==> config.mk <==
export PLATFORM = sky130hd
export DESIGN_NAME = badc_top
export DESIGN_NICKNAME = d
export VERILOG_FILES = /design/src/design/badc_pkg.sv /design/src/design/badc_top.sv
export SDC_FILE = /design/constraint.sdc
export NUM_CORES = 1
export LEC_CHECK = 0
export BUFFER_PORTS_ARGS = -buffer_cell sky130_fd_sc_hd__buf_2
export CORE_MARGIN = 2
export CORE_UTILIZATION = 49
export DETAILED_ROUTE_END_ITERATION = 7
export GPL_ROUTABILITY_DRIVEN = 0
export HOLD_SLACK_MARGIN = 0.06
export PLACE_DENSITY = 0.82
export SLEW_MARGIN = 20
export SYNTH_ARGS = -nofsm -noshare
export SYNTH_HDL_FRONTEND = slang
export SYNTH_SLANG_ARGS = --single-unit
==> constraint.sdc <==
create_clock -name clock -period 6.3 [get_ports clock]
set_input_delay 0.63 -clock clock [delete_from_list [all_inputs] [get_ports clock]]
set_output_delay 0.63 -clock clock [all_outputs]
set_load 0.01 [all_outputs]
==> src/design/badc_pkg.sv <==
// constants and types of the bus area decoder and control block
package badc_pkg;
  localparam int EFF_W = 28;
  localparam int AREA_MSB = 26;
  localparam int AREA_LSB = 24;
  localparam int WSEL_BIT = 27;
  localparam int PERI_BIT = 8;
  localparam int MUXW_BIT = 14;
  // on-chip space of areas 5 and 7 is picked by this bit, our own choice
  localparam int ONCHIP_BIT = 23;
  localparam logic [7:0] CS_ONE = 8'h01;
  localparam logic [2:0] AREA_0 = 3'h0;
  localparam logic [2:0] AREA_1 = 3'h1;
  localparam logic [2:0] AREA_2 = 3'h2;
  localparam logic [2:0] AREA_3 = 3'h3;
  localparam logic [2:0] AREA_4 = 3'h4;
  localparam logic [2:0] AREA_5 = 3'h5;
  localparam logic [2:0] AREA_6 = 3'h6;
  localparam logic [2:0] AREA_7 = 3'h7;
  localparam int REG_N = 10;
  localparam int IDX_W = 28;
  localparam int IDX_LSB = 2;
  localparam int IDX_MSB = 29;
  localparam int BUS_CTRL = 0;
  localparam int DRAM_CTRL = 4;
  localparam logic [IDX_W-1:0] DEC_MASK = 28'hF0001FF;
  localparam logic [IDX_W-1:0] REG_IDX [REG_N] = '{
    28'h5FFFFA0, 28'h5FFFFA2, 28'h5FFFFA4, 28'h5FFFFA6,
    28'h5FFFFA8, 28'h5FFFFAA, 28'h5FFFFAC, 28'h5FFFFAE,
    28'h5FFFFB0, 28'h5FFFFB2};
  localparam logic [15:0] REG_RST [REG_N] = '{
    16'h0000, 16'hFFFF, 16'hFFFF, 16'hF800, 16'h0000,
    16'h0000, 16'h0000, 16'h0000, 16'h0000, 16'h00FF};
  localparam logic [15:0] REG_WMASK [REG_N] = '{
    16'hF800, 16'hFFFF, 16'hFFFF, 16'hFFFF, 16'hFFFF,
    16'hFFFF, 16'hFFFF, 16'hFFFF, 16'hFFFF, 16'hFFFF};
  localparam int BC_DRAM = 15;
  localparam int BC_MUXIO = 14;
  localparam int BC_WARP = 13;
  localparam int BC_DUTY = 12;
  localparam int BC_BAS = 11;
  localparam logic [1:0] RESP_OKAY = 2'h0;
  localparam logic [15:0] ZERO16 = 16'h0000;
  typedef enum logic [2:0] {
    SP_EXT = 3'b000, SP_ROM = 3'b001, SP_DRAM = 3'b010,
    SP_PERI = 3'b011, SP_MUXIO = 3'b100, SP_RAM = 3'b101
  } badc_space_t;
  typedef enum logic [1:0] {
    W8 = 2'b00, W16 = 2'b01, W32 = 2'b10
  } badc_width_t;
  typedef struct packed {
    logic dram_enable;
    logic muxed_io_enable;
    logic warp_mode;
    logic read_duty_35;
    logic byte_access_select;
  } badc_cfg_t;
  typedef struct packed {
    logic [2:0]  area;
    badc_space_t space;
    badc_width_t width;
    logic [7:0]  chip_select;
    logic        read_strobe;
    logic        pin_wrl;
    logic        pin_wrh;
    logic        pin_a0;
  } badc_dec_t;
endpackage

==> src/design/badc_top.sv <==
// bus area decoder with control register bank on axi4-lite
// Summary of operation
// - only the low 28 address bits take part in decoding
// - top bits pick one of eight areas; strobes do not depend on space type
// - per-area choice of on-chip, dram, muxed i/o or external space
// - default width is 8 or 16 bits by address bit 27
// - on-chip rom and ram always 32 bits wide
// - external area 0 width follows the boot width mode pin
// - on-chip peripheral width is 8 or 16 bits by address bit 8
// - area 6 with bit 27 low: width by address bit 14
// - register decode uses bits 27-24 and 8-0 only; images repeat
// - bus control clears on power-on reset, kept otherwise
// - bit 15 makes area 1 dram; dram control only then valid
// - bit 14 makes area 6 multiplexed address/data i/o
// - bit 13 selects normal or warp mode
// - bit 12 selects 50 or 35 percent read strobe high time
// - bit 11 selects write strobe pair or byte strobe signalling
// - byte strobes share pins with write strobes and address bit 0
// - bus control bits 10-0 read zero; software writes zero
// - high byte strobe marks upper byte, low marks lower byte
//
// Design decision made here: the AXI4-Lite interface to the registers.
`timescale 1ns/1ps
module badc_top #(
  parameter int ADDR_W = 32 // axi address width
) (
  input  wire logic               clock,      // 40 MHz system clock
  input  wire logic               rst_n,      // power-on reset, low
  input  wire logic               ce,         // clock enable
  input  wire logic [ADDR_W-1:0]  s_axi_awaddr,  // write address
  input  wire logic               s_axi_awvalid, // write addr valid
  output logic                    s_axi_awready, // write addr ready
  input  wire logic [31:0]        s_axi_wdata,   // write data
  input  wire logic [3:0]         s_axi_wstrb,   // byte enables
  input  wire logic               s_axi_wvalid,  // write data valid
  output logic                    s_axi_wready,  // write data ready
  output logic [1:0]              s_axi_bresp,   // write response
  output logic                    s_axi_bvalid,  // response valid
  input  wire logic               s_axi_bready,  // response ready
  input  wire logic [ADDR_W-1:0]  s_axi_araddr,  // read address
  input  wire logic               s_axi_arvalid, // read addr valid
  output logic                    s_axi_arready, // read addr ready
  output logic [31:0]             s_axi_rdata,   // read data
  output logic [1:0]              s_axi_rresp,   // read response
  output logic                    s_axi_rvalid,  // read data valid
  input  wire logic               s_axi_rready,  // read data ready
  input  wire logic               acc_valid,  // cpu access request
  input  wire logic [31:0]        acc_addr,   // access address
  input  wire logic               acc_write,  // 1 write, 0 read
  input  wire logic [1:0]         acc_lanes,  // {upper, lower} byte
  input  wire logic               boot_width_mode_pin, // area 0 width
  input  wire logic               rom_onchip_enable, // on-chip rom mode
  output logic                    dec_valid,  // decode result valid
  output badc_pkg::badc_dec_t     dec,        // decode result
  output badc_pkg::badc_cfg_t     cfg,        // bus control fields
  output logic [15:0]             dram_ctrl_eff // gated dram control
);

  // reset release through two flops
  logic rst_meta;
  logic rst_sync;
  always_ff @(posedge clock or negedge rst_n) begin
    if (!rst_n) begin
      rst_meta <= 1'b0;
      rst_sync <= 1'b0;
    end else begin
      rst_meta <= 1'b1;
      rst_sync <= rst_meta;
    end
  end

  logic [15:0] regs [badc_pkg::REG_N];
  logic        aw_full;
  logic        w_full;
  logic [badc_pkg::IDX_W-1:0] aw_idx;
  logic [31:0] w_data;
  logic [3:0]  w_strb;
  logic        do_write;
  logic        ar_take;
  logic [badc_pkg::IDX_W-1:0] ar_idx;
  logic [badc_pkg::REG_N-1:0] wr_hit;
  logic [badc_pkg::REG_N-1:0] rd_hit;
  logic [15:0] rd_part [badc_pkg::REG_N];
  logic [15:0] rd_value;

  // readies gated by ce so a frozen block takes nothing
  assign s_axi_awready = ce & ~aw_full;
  assign s_axi_wready  = ce & ~w_full;
  assign s_axi_arready = ce & ~s_axi_rvalid;
  assign s_axi_bresp   = badc_pkg::RESP_OKAY;
  assign s_axi_rresp   = badc_pkg::RESP_OKAY;
  assign do_write = ce & aw_full & w_full & ~s_axi_bvalid;
  assign ar_take  = s_axi_arvalid & s_axi_arready;
  // top address bits above the index are dropped
  assign ar_idx = s_axi_araddr[badc_pkg::IDX_MSB:badc_pkg::IDX_LSB];

  // write address holding, independent of write data
  always_ff @(posedge clock or negedge rst_sync) begin
    if (!rst_sync) begin
      aw_full <= 1'b0;
      aw_idx  <= '0;
    end else if (ce) begin
      if (s_axi_awvalid && s_axi_awready) begin
        aw_full <= 1'b1;
        aw_idx  <= s_axi_awaddr[badc_pkg::IDX_MSB:badc_pkg::IDX_LSB];
      end else if (do_write) begin
        aw_full <= 1'b0;
      end
    end
  end

  // write data holding
  always_ff @(posedge clock or negedge rst_sync) begin
    if (!rst_sync) begin
      w_full <= 1'b0;
      w_data <= '0;
      w_strb <= '0;
    end else if (ce) begin
      if (s_axi_wvalid && s_axi_wready) begin
        w_full <= 1'b1;
        w_data <= s_axi_wdata;
        w_strb <= s_axi_wstrb;
      end else if (do_write) begin
        w_full <= 1'b0;
      end
    end
  end

  // write response, one per completed write
  always_ff @(posedge clock or negedge rst_sync) begin
    if (!rst_sync) begin
      s_axi_bvalid <= 1'b0;
    end else if (ce) begin
      if (do_write) begin
        s_axi_bvalid <= 1'b1;
      end else if (s_axi_bready) begin
        s_axi_bvalid <= 1'b0;
      end
    end
  end

  // one register per entry; ignored index bits make images repeat
  for (genvar i = 0; i < badc_pkg::REG_N; i++) begin : g_reg
    localparam logic [15:0] WM = badc_pkg::REG_WMASK[i];
    assign wr_hit[i] = ((aw_idx ^ badc_pkg::REG_IDX[i])
                        & badc_pkg::DEC_MASK) == '0;
    assign rd_hit[i] = ((ar_idx ^ badc_pkg::REG_IDX[i])
                        & badc_pkg::DEC_MASK) == '0;
    assign rd_part[i] = rd_hit[i] ? regs[i] : badc_pkg::ZERO16;
    // power-on reset only; no other event clears them
    always_ff @(posedge clock or negedge rst_sync) begin
      if (!rst_sync) begin
        regs[i] <= badc_pkg::REG_RST[i];
      end else if (ce && do_write && wr_hit[i]) begin
        if (w_strb[0]) begin
          regs[i][7:0] <= w_data[7:0] & WM[7:0];
        end
        if (w_strb[1]) begin
          regs[i][15:8] <= w_data[15:8] & WM[15:8];
        end
      end
    end
  end

  // or of hit-selected entries; no hit gives zero
  always_comb begin
    rd_value = badc_pkg::ZERO16;
    for (int k = 0; k < badc_pkg::REG_N; k++) begin
      rd_value = rd_value | rd_part[k];
    end
  end

  // read data channel, upper half of the word reads zero
  always_ff @(posedge clock or negedge rst_sync) begin
    if (!rst_sync) begin
      s_axi_rvalid <= 1'b0;
      s_axi_rdata  <= '0;
    end else if (ce) begin
      if (ar_take) begin
        s_axi_rvalid <= 1'b1;
        s_axi_rdata  <= {badc_pkg::ZERO16, rd_value};
      end else if (s_axi_rready) begin
        s_axi_rvalid <= 1'b0;
      end
    end
  end

  // dram, muxed i/o and byte access select fields steer decode and strobe logic
  assign cfg.dram_enable = regs[badc_pkg::BUS_CTRL][badc_pkg::BC_DRAM];
  assign cfg.muxed_io_enable =
    regs[badc_pkg::BUS_CTRL][badc_pkg::BC_MUXIO];
  assign cfg.warp_mode =
    regs[badc_pkg::BUS_CTRL][badc_pkg::BC_WARP];
  assign cfg.read_duty_35 =
    regs[badc_pkg::BUS_CTRL][badc_pkg::BC_DUTY];
  assign cfg.byte_access_select =
    regs[badc_pkg::BUS_CTRL][badc_pkg::BC_BAS];
  // dram settings are held back while area 1 is plain memory
  assign dram_ctrl_eff = cfg.dram_enable ?
    regs[badc_pkg::DRAM_CTRL] : badc_pkg::ZERO16;

  // access decode; the four top architectural bits never reach it,
  // so every area image repeats across them
  logic [badc_pkg::EFF_W-1:0] ea;
  logic [2:0]                 area;
  logic                       on_chip_sel;
  badc_pkg::badc_width_t      ext_width;
  badc_pkg::badc_width_t      a6_width;
  badc_pkg::badc_width_t      peri_width;
  badc_pkg::badc_space_t      next_space;
  badc_pkg::badc_width_t      next_width;
  badc_pkg::badc_dec_t        next_dec;

  // effective address and area number
  assign ea   = acc_addr[badc_pkg::EFF_W-1:0];
  assign area = ea[badc_pkg::AREA_MSB:badc_pkg::AREA_LSB];
  // on-chip or external choice inside areas 5 and 7
  assign on_chip_sel = ea[badc_pkg::ONCHIP_BIT];

  // width candidates, each picked by one address bit
  assign ext_width = ea[badc_pkg::WSEL_BIT] ?
    badc_pkg::W16 : badc_pkg::W8;
  assign peri_width = ea[badc_pkg::PERI_BIT] ?
    badc_pkg::W16 : badc_pkg::W8;
  assign a6_width = ea[badc_pkg::MUXW_BIT] ?
    badc_pkg::W16 : badc_pkg::W8;

  // space type and width per area
  always_comb begin
    next_space = badc_pkg::SP_EXT;
    next_width = ext_width;
    unique case (area)
      badc_pkg::AREA_0: begin
        // on-chip rom is one 32-bit cycle; external width is strapped
        if (rom_onchip_enable) begin
          next_space = badc_pkg::SP_ROM;
          next_width = badc_pkg::W32;
        end else if (boot_width_mode_pin) begin
          next_width = badc_pkg::W16;
        end else begin
          next_width = badc_pkg::W8;
        end
      end
      badc_pkg::AREA_1: begin
        if (cfg.dram_enable) begin
          next_space = badc_pkg::SP_DRAM;
        end
      end
      badc_pkg::AREA_2, badc_pkg::AREA_3, badc_pkg::AREA_4: begin
        next_space = badc_pkg::SP_EXT;
      end
      badc_pkg::AREA_5: begin
        if (on_chip_sel) begin
          next_space = badc_pkg::SP_PERI;
          next_width = peri_width;
        end
      end
      badc_pkg::AREA_6: begin
        if (cfg.muxed_io_enable) begin
          next_space = badc_pkg::SP_MUXIO;
        end
        // bit 27 high keeps the default width
        if (!ea[badc_pkg::WSEL_BIT]) begin
          next_width = a6_width;
        end
      end
      badc_pkg::AREA_7: begin
        if (on_chip_sel) begin
          next_space = badc_pkg::SP_RAM;
          next_width = badc_pkg::W32;
        end
      end
    endcase
  end

  // strobe pins; the byte access select bit re-purposes three pins
  always_comb begin
    next_dec             = '0;
    next_dec.area        = area;
    next_dec.space       = next_space;
    next_dec.width       = next_width;
    next_dec.chip_select = badc_pkg::CS_ONE << area;
    next_dec.read_strobe = ~acc_write;
    if (cfg.byte_access_select) begin
      // single write, low byte and high byte strobes
      next_dec.pin_wrl = acc_write;
      next_dec.pin_wrh = acc_lanes[0];
      next_dec.pin_a0  = acc_lanes[1];
    end else begin
      // a write strobe per byte lane plus address bit 0
      next_dec.pin_wrl = acc_write & acc_lanes[0];
      next_dec.pin_wrh = acc_write & acc_lanes[1];
      next_dec.pin_a0  = ea[0];
    end
  end

  // decode result registered; held between accesses
  always_ff @(posedge clock or negedge rst_sync) begin
    if (!rst_sync) begin
      dec_valid <= 1'b0;
      dec       <= '0;
    end else if (ce) begin
      dec_valid <= acc_valid;
      if (acc_valid) begin
        dec <= next_dec;
      end
    end
  end

  // checks on decode results and the register bank
  rom_width_a: assert property (
    @(posedge clock) disable iff (!rst_sync)
    dec_valid && dec.space == badc_pkg::SP_ROM
    |-> dec.width == badc_pkg::W32)
    else $error("on-chip rom access is not 32 bits wide");

  ram_width_a: assert property (
    @(posedge clock) disable iff (!rst_sync)
    dec_valid && dec.space == badc_pkg::SP_RAM
    |-> dec.width == badc_pkg::W32)
    else $error("on-chip ram access is not 32 bits wide");

  area_pick_a: assert property (
    @(posedge clock) disable iff (!rst_sync)
    acc_valid && ce
    |=> dec_valid && dec.area == $past(area))
    else $error("decoded area differs from the address");

  chip_select_a: assert property (
    @(posedge clock) disable iff (!rst_sync)
    dec_valid
    |-> $onehot(dec.chip_select) && dec.chip_select[dec.area])
    else $error("chip select does not match the area");

  area1_space_a: assert property (
    @(posedge clock) disable iff (!rst_sync)
    dec_valid && dec.area == badc_pkg::AREA_1
    |-> dec.space inside {badc_pkg::SP_EXT, badc_pkg::SP_DRAM})
    else $error("area 1 decoded as a foreign space type");

  muxio_space_a: assert property (
    @(posedge clock) disable iff (!rst_sync)
    acc_valid && ce && area == badc_pkg::AREA_6 && cfg.muxed_io_enable
    |=> dec.space == badc_pkg::SP_MUXIO)
    else $error("area 6 not multiplexed while enabled");

  single_write_a: assert property (
    @(posedge clock) disable iff (!rst_sync)
    acc_valid && ce && cfg.byte_access_select
    |=> dec.pin_wrl == $past(acc_write))
    else $error("shared write pin lost the single write strobe");

  reserved_zero_a: assert property (
    @(posedge clock) disable iff (!rst_sync)
    regs[badc_pkg::BUS_CTRL][badc_pkg::BC_BAS-1:0] == '0)
    else $error("reserved bus control bits are not zero");

  dram_gate_a: assert property (
    @(posedge clock) disable iff (!rst_sync)
    !cfg.dram_enable |-> dram_ctrl_eff == badc_pkg::ZERO16)
    else $error("dram control passed while area 1 is memory");

  unused_read_a: assert property (
    @(posedge clock) disable iff (!rst_sync)
    ar_take && rd_hit == '0 |=> s_axi_rdata == '0)
    else $error("unused register offset read not zero");

  // main scenarios reached
  rom_access_c: cover property (@(posedge clock) disable iff (!rst_sync)
    dec_valid && dec.space == badc_pkg::SP_ROM);
  dram_access_c: cover property (@(posedge clock) disable iff (!rst_sync)
    dec_valid && dec.space == badc_pkg::SP_DRAM);
  muxio_access_c: cover property (@(posedge clock) disable iff (!rst_sync)
    dec_valid && dec.space == badc_pkg::SP_MUXIO);
  byte_strobe_c: cover property (@(posedge clock) disable iff (!rst_sync)
    dec_valid && cfg.byte_access_select);
endmodule // badc_top

==> results of run 1 <==
-- sequential cells by signal (all words and copies together) (netlist names) --
signal / count
rst_meta: 1
aw_idx: 13
s_axi_rdata: 16
s_axi_rvalid: 1
s_axi_bvalid: 1
w_strb: 2
w_data: 16
dec_valid: 1
aw_full: 1
rst_sync: 1
w_full: 1
dec: 20
cfg: 5
regs: 144
-- stage by stage --
step           cells  power (mW)  utilization [%]  setup WS [ns]
2_1_floorplan    847       2.111                -          2.676
3_3_place_gp    1175       2.269            52.81          2.997
3_5_place_dp    1175       2.289            52.81          3.010
4_1_cts         1220       3.667            56.65          3.524
5_1_grt         1221       3.809            56.71          3.308
6_report        1221       3.654            56.71          3.478
-- cell usage after synthesis (all sizes together), types with 2 or more instances --
master   instances
a221o            5
nor3b            7
nand2           54
nor2            31
nand3            5
nor3            14
nand2b           5
a21oi           21
inv              4
mux2           186
nor4             4
a22oi           26
a221oi           5
o22a             3
nand4b           3
conb             2
nor2b           10
dfrtp          178
nand3b           3
and2            22
a222oi           4
nand4            7
and3             3
o22ai            3
or3              2
o21ai           31
a22o             9
or3b             2
nand4bb          2
o211ai           3
dfstp           45
mux2i           20
clkbuf          24
a31oi            7
nor4b            6
a32oi            2
o221ai           3
a311oi           2
buf             56
and4bb           2
-- how the worst max path moves through the flow --
stage	slack, ns	depth (start not counted)	to
6_report	3.48	7	s_axi_rdata[8]$_DFFE_PN0P_
5_1_grt	3.31	7	s_axi_rdata[3]$_DFFE_PN0P_
4_1_cts	3.52	6	s_axi_rdata[8]$_DFFE_PN0P_
3_5_place_dp	3.01	7	s_axi_rdata[8]$_DFFE_PN0P_
3_3_place_gp	3.00	6	s_axi_rdata[8]$_DFFE_PN0P_
2_1_floorplan	2.68	0	aw_full$_DFFE_PN0P_
-- final cells by class --
cell class	instances	area share (%)
Clock buffer	34	5.894
Multi-Input combinational cell	540	36.80
Sequential cell	223	47.62
Antenna cell	1	0.02113
Tap cell	275	2.905
Clock inverter	10	0.7922
Inverter	4	0.1268
Timing Repair Buffer	134	5.841
-- cells by family (layout without fill, tap and decap cells) --
logic type	count (synthesis)	in the layout	share of synthesized area, %
AO/OA/AOI/OAI	127	127	8.376
buffers and inverters	84	182	4.242
flip-flops	223	223	54.45
multiplexers	206	206	22.17
other	2	22	0.07254
AND/OR/NAND/NOR	186	186	10.70
-- where the power goes --
group | switching [mW] | internal [mW]
Combinational | 0.211 | 0.210
Sequential | 0.261 | 1.59
Clock | 0.570 | 0.815
Total | 1.04 | 2.61
-- per-layer routing --
metal	vias to the layer above	GRT usage (%)
met3	80	4.220
met2	266	37.61
li1	3167	-
met1	3619	29.37
met4	0	11.81
met5	-	0
-- what timing repair did --
item / 4_1_cts / 5_1_grt
endpoints found under the hold margin: 2 / 0
hold buffers: 1 / 0
buffers inserted: 0 / 0
==> results.yml, run 1 <==
min_path:
  hold_path_startpoint: "s_axi_wdata[5]"
  hold_path_depth: 2
  worstHoldEndpoint: "w_data[5]$_DFFE_PN0P_"
  min_path_type: "input port to flip-flop"
detailed_routing:
  routed.top_layer: "met4"
  drc: 0
  vias_per_cell: 5.841
  drtIter0Drc: 550
  routed-wl-met2_um: 12330
  wire_per_inst_um: 20.84
  wl_met3_um: 1628
  wirelength_um: 25450
  vias: 7132
  dr.pass1.iters: 5
  wl_met1_um: 10290
  final_antenna_net_count: 0
pwr:
  peakVddDrop_mv: 0.1542
  powerDensity_nw_per_um2: 308.5
  total_leakage_power_nw: 5.659
floorplan:
  io_pins: 229
  rows: 53
  die-area_sq_um: 22310
  initial_core_util_pct: 49.56
  die_w_um: 149.4
  fp.dieH_um: 149.4
  core-area_sq_um: 20890
sta:
  worst_pin_slew_ns: 1.026
  min_period_ns: 2.822
  timing.setup.tns_ns: 0
  setup_viol: 0
  fin_skew_ns: 0.02006
  max_freq_ghz: 0.3544
  hold_violations: 0
  drv_slew: 0
  max_slew_margin_pct: 31.43
  rsz0062_at_grt: "no"
  period_share_pct: 44.79
  whs_ns: 0.3356
setup_path:
  rr_worst_depth: 5
  critPathRequiredTime_ns: 6.74
  cp.arrival_ns: 3.26
  cp_num_buf_inv: 2
  worstSetupPathType: "input port to flip-flop"
  setup.worst_path.end_class: "flip-flop"
  startpoint: "s_axi_araddr[3]"
  path_cells: "buf_2 > nor4b_2 > buf_4 > nor2b_1 > nor2b_1 > a222oi_1 > a21oi_1"
  cpMaxStageDelayCell: "nor2b_1"
  cp_slowest_stage_delay_ns: 0.75
  crit_top_cell: "nor2b_1"
  r2r-end: "regs[93]$_DFFE_PN0P_"
  startpoint_type: "input port"
  ff2ff_setup_slack_ns: 3.82
  path_max_fanout: 29
  crit_family: "simple AND/OR/NAND/NOR gates"
  reg2reg_from: "aw_idx[27]$_DFFE_PN0P_"
synthesis:
  async_flop_share_pct: 100.0
  ys_types: 59
  synth_cells: 828
  syn_area_sq_um: 10350
  synth_area_leaders: "dfrtp_1 (43%), mux2_2 (14%), dfstp_2 (11%), mux2_1 (6.1%), buf_4 (2.0%)"
  ys_warn_count: 0
  ys.flop_type: "dfrtp_1"
  synth-edff-count: 0
  yosysTopAreaCell: "dfrtp_1"
  synth_top_area_share_pct: 43.03
  ys_ff_latch: 223
  ys_seq_area_share_pct: 54.45
  syn_area_per_cell_sq_um: 12.50
layout:
  final_cell_area_sq_um: 11850
  layout_common_cells: "dfrtp_1 (177), mux2_2 (130), buf_2 (128), mux2_1 (56), dfstp_2 (45)"
  area.growth.synth_to_final_pct: 14.42
  register_area_sq_um: 5640
  fill_cells: 1659
  multi_input_area_sq_um: 4359
  layout.nets: 1073
  final_common_cell: "dfrtp_1"
  drive_above_1_share_pct: 39.58
grt:
  grt_overflow_total: 0
  first_global_vias: 7189
  grt_max_degree: 90
  grt_first_pass_wirelength_um: 39650
  antenna_found_initial: 1
  track_usage_pct: 23.01
clock_tree:
  clk_latency_ns: 0.53
  cts_buffers: 24
  root_buffer: "clkbuf_16"
  cts_resized: 0
  cts.sinks: 223
  cts_buffer_depth: 3
  clk_pin_slew_ns: 0.06
  tritoncts: "yes"
  htreeDepth: 1
place:
  dp_hpwl_um: 17050
  port_buffers: 128
  placed_area_sq_um: 11030
run:
  maxCapViolations: 0
outcome:
  outcome: "complete, no violations"
(Power assumes the default switching activity.)
==> run 2, diff against run 1 <==
--- a/config.mk
+++ b/config.mk
@@ -7,11 +7,11 @@
 export LEC_CHECK = 0
 export BUFFER_PORTS_ARGS = -buffer_cell sky130_fd_sc_hd__buf_2
 export CORE_MARGIN = 2
-export CORE_UTILIZATION = 49
+export CORE_UTILIZATION = 55
 export DETAILED_ROUTE_END_ITERATION = 7
 export GPL_ROUTABILITY_DRIVEN = 0
 export HOLD_SLACK_MARGIN = 0.06
-export PLACE_DENSITY = 0.82
+export PLACE_DENSITY = 0.87
 export SLEW_MARGIN = 20
 export SYNTH_ARGS = -nofsm -noshare
 export SYNTH_HDL_FRONTEND = slang
==> constraint.sdc (replaced) <==
create_clock -name clock -period 2.7 [get_ports clock]
set_input_delay 0.27 -clock clock [delete_from_list [all_inputs] [get_ports clock]]
set_output_delay 0.27 -clock clock [all_outputs]
set_load 0.01 [all_outputs]
==> run 2 against run 1 <==
- cell area grew 4.5%
- total power rose by 140%
- routed wire length grew 5.2%
- sequential share of layout area decreased by 2.1 points
- highest routed layer unchanged
==> results.yml, run 2 (same netlist as run 1, synthesis figures left out) <==
pwr:
  seqPwrFrac_pct: 49.4
  powerDensity_nw_per_um2: 705.8
  peakVddDrop_mv: 0.4193
  internal_power_mw: 6.292
  total_power_mw: 8.738
  switchingPower_mw: 2.446
  total_leakage_power_nw: 5.956
  switching_share_pct: 28.00
  combPwrFrac_pct: 12.1
  clkPwrFrac_pct: 38.5
grt:
  antenna_found_initial: 0
  track_usage_pct: 27.32
  grt_overflow_total: 0
  first_global_vias: 7802
  grt_first_pass_wirelength_um: 42680
  grt_max_degree: 84
clock_tree:
  tritoncts: "yes"
  clk_pin_slew_ns: 0.06
  root_buffer: "clkbuf_16"
  cts.sinks: 223
  cts_buffer_depth: 3
  htreeDepth: 1
  clk_latency_ns: 0.52
  cts_buffers: 24
  postCtsSetupBuffers: 0
layout:
  layout.nets: 1132
  antenna_cells: 0
  layout_common_cells: "dfrtp_1 (177), mux2_2 (130), buf_2 (128), mux2_1 (56), dfstp_2 (45)"
  drive_above_1_share_pct: 39.14
  fin_util_pct: 66.63
  final_cell_area_sq_um: 12380
  register_area_sq_um: 5640
  regMostFlops: "regs"
  largest_register_ffs: 144
  multi_input_area_sq_um: 4354
  finalNonFillerCells: 1238
  final_common_cell: "dfrtp_1"
  fill_cells: 1320
  top_regs: "regs x144, dec x20"
  area.growth.synth_to_final_pct: 19.58
setup_path:
  cp.arrival_ns: 2.77
  reg2reg_from: "aw_idx[27]$_DFFE_PN0P_"
  path_max_fanout: 8
  crit_family: "simple AND/OR/NAND/NOR gates"
  cp_num_buf_inv: 0
  path_cells: "nand4bb_1 > nor3b_2 > and3_1 > and2_1 > mux2_1"
  startpoint_type: "flip-flop"
  setup.worst_path.end_class: "flip-flop"
  startpoint: "aw_idx[27]$_DFFE_PN0P_"
  worstSetupPathType: "flip-flop to flip-flop"
  cpMaxStageDelayCell: "and2_1"
  cp_slowest_stage_delay_ns: 0.49
  critPathRequiredTime_ns: 3.14
detailed_routing:
  routed.top_layer: "met4"
  drc: 0
  final_antenna_net_count: 0
  routed-wl-met2_um: 13070
  vias: 7572
  wirelength_um: 26770
  dr.pass1.iters: 5
  drtIter0Drc: 729
  wire_per_inst_um: 21.63
  wl_met1_um: 10350
  vias_per_cell: 6.116
  wl_met3_um: 1811
place:
  dp_hpwl_um: 17490
  pre_cts_slack_ns: 0.3998
  dp.cells: 1156
  placed_area_sq_um: 11180
  port_buffers: 128
min_path:
  min_path_type: "input port to asynchronous set/reset pin"
sta:
  hold_violations: 0
  max_slew_margin_pct: 45.52
  worst_pin_slew_ns: 0.8172
  fin_skew_ns: 0.01018
  setup_viol: 0
  timing.setup.tns_ns: 0
  whs_ns: 0.07195
  max_freq_ghz: 0.4301
  setup_ws_ns: 0.3747
  min_period_ns: 2.325
  period_share_pct: 86.12
  drv_slew: 0
  rsz0062_at_grt: "no"
floorplan:
  die-area_sq_um: 19940
  die_w_um: 141.2
  rows: 50
  fp.dieH_um: 141.2
  io_pins: 229
  core-area_sq_um: 18580
  initial_core_util_pct: 55.72
outcome:
  outcome: "complete, no violations"
run:
  maxCapViolations: 0
==> run 2: cell type report <==
| cell class | count | share of cell area [%] |
|---|---|---|
| clock buffer | 37 | 5.903 |
| clock inverter | 7 | 0.6873 |
| inverter | 4 | 0.1213 |
| multi-input combinational | 540 | 35.17 |
| sequential | 223 | 45.56 |
| tap | 234 | 2.365 |
| timing repair buffer | 193 | 10.19 |
==> run 2: power groups by stage <==
stage / Clock (mW) / Sequential [mW] / Combinational, mW
2_1_floorplan: 0 / 4.01 / 0.917
3_3_place_gp: 0 / 4.33 / 0.986
3_5_place_dp: 0 / 4.35 / 1.02
4_1_cts: 3.40 / 4.30 / 1.07
5_1_grt: 3.53 / 4.38 / 1.16
6_report: 3.36 / 4.31 / 1.06
==> run 2: final timing paths <==
kind,cells past startpoint,slack (ns),to
worst max register to register,5,0.37,regs[122]$_DFFE_PN1P_
worst min register to register,0,0.24,dec[14]$_DFFE_PN0P_
max in group asynchronous,1,1.66,regs[111]$_DFFE_PN1P_
worst max-delay path,5,0.37,regs[122]$_DFFE_PN1P_
min in group clock,2,0.08,dec[8]$_DFFE_PN0P_
worst min-delay path,2,0.07,rst_sync$_DFF_PN0_
==> run 2: routing by layer <==
metal | track usage, % | up-vias
met5 | 0 | -
met4 | 15.42 | 0
met3 | 4.110 | 118
met2 | 44.97 | 395
met1 | 34.78 | 3770
li1 | - | 3289
==> run 2: timing repair <==
action	in CTS	in global routing
endpoints found under the hold margin	40	0
endpoints found under the setup margin	0	0
hold buffers	38	0
gates resized for setup	0	0
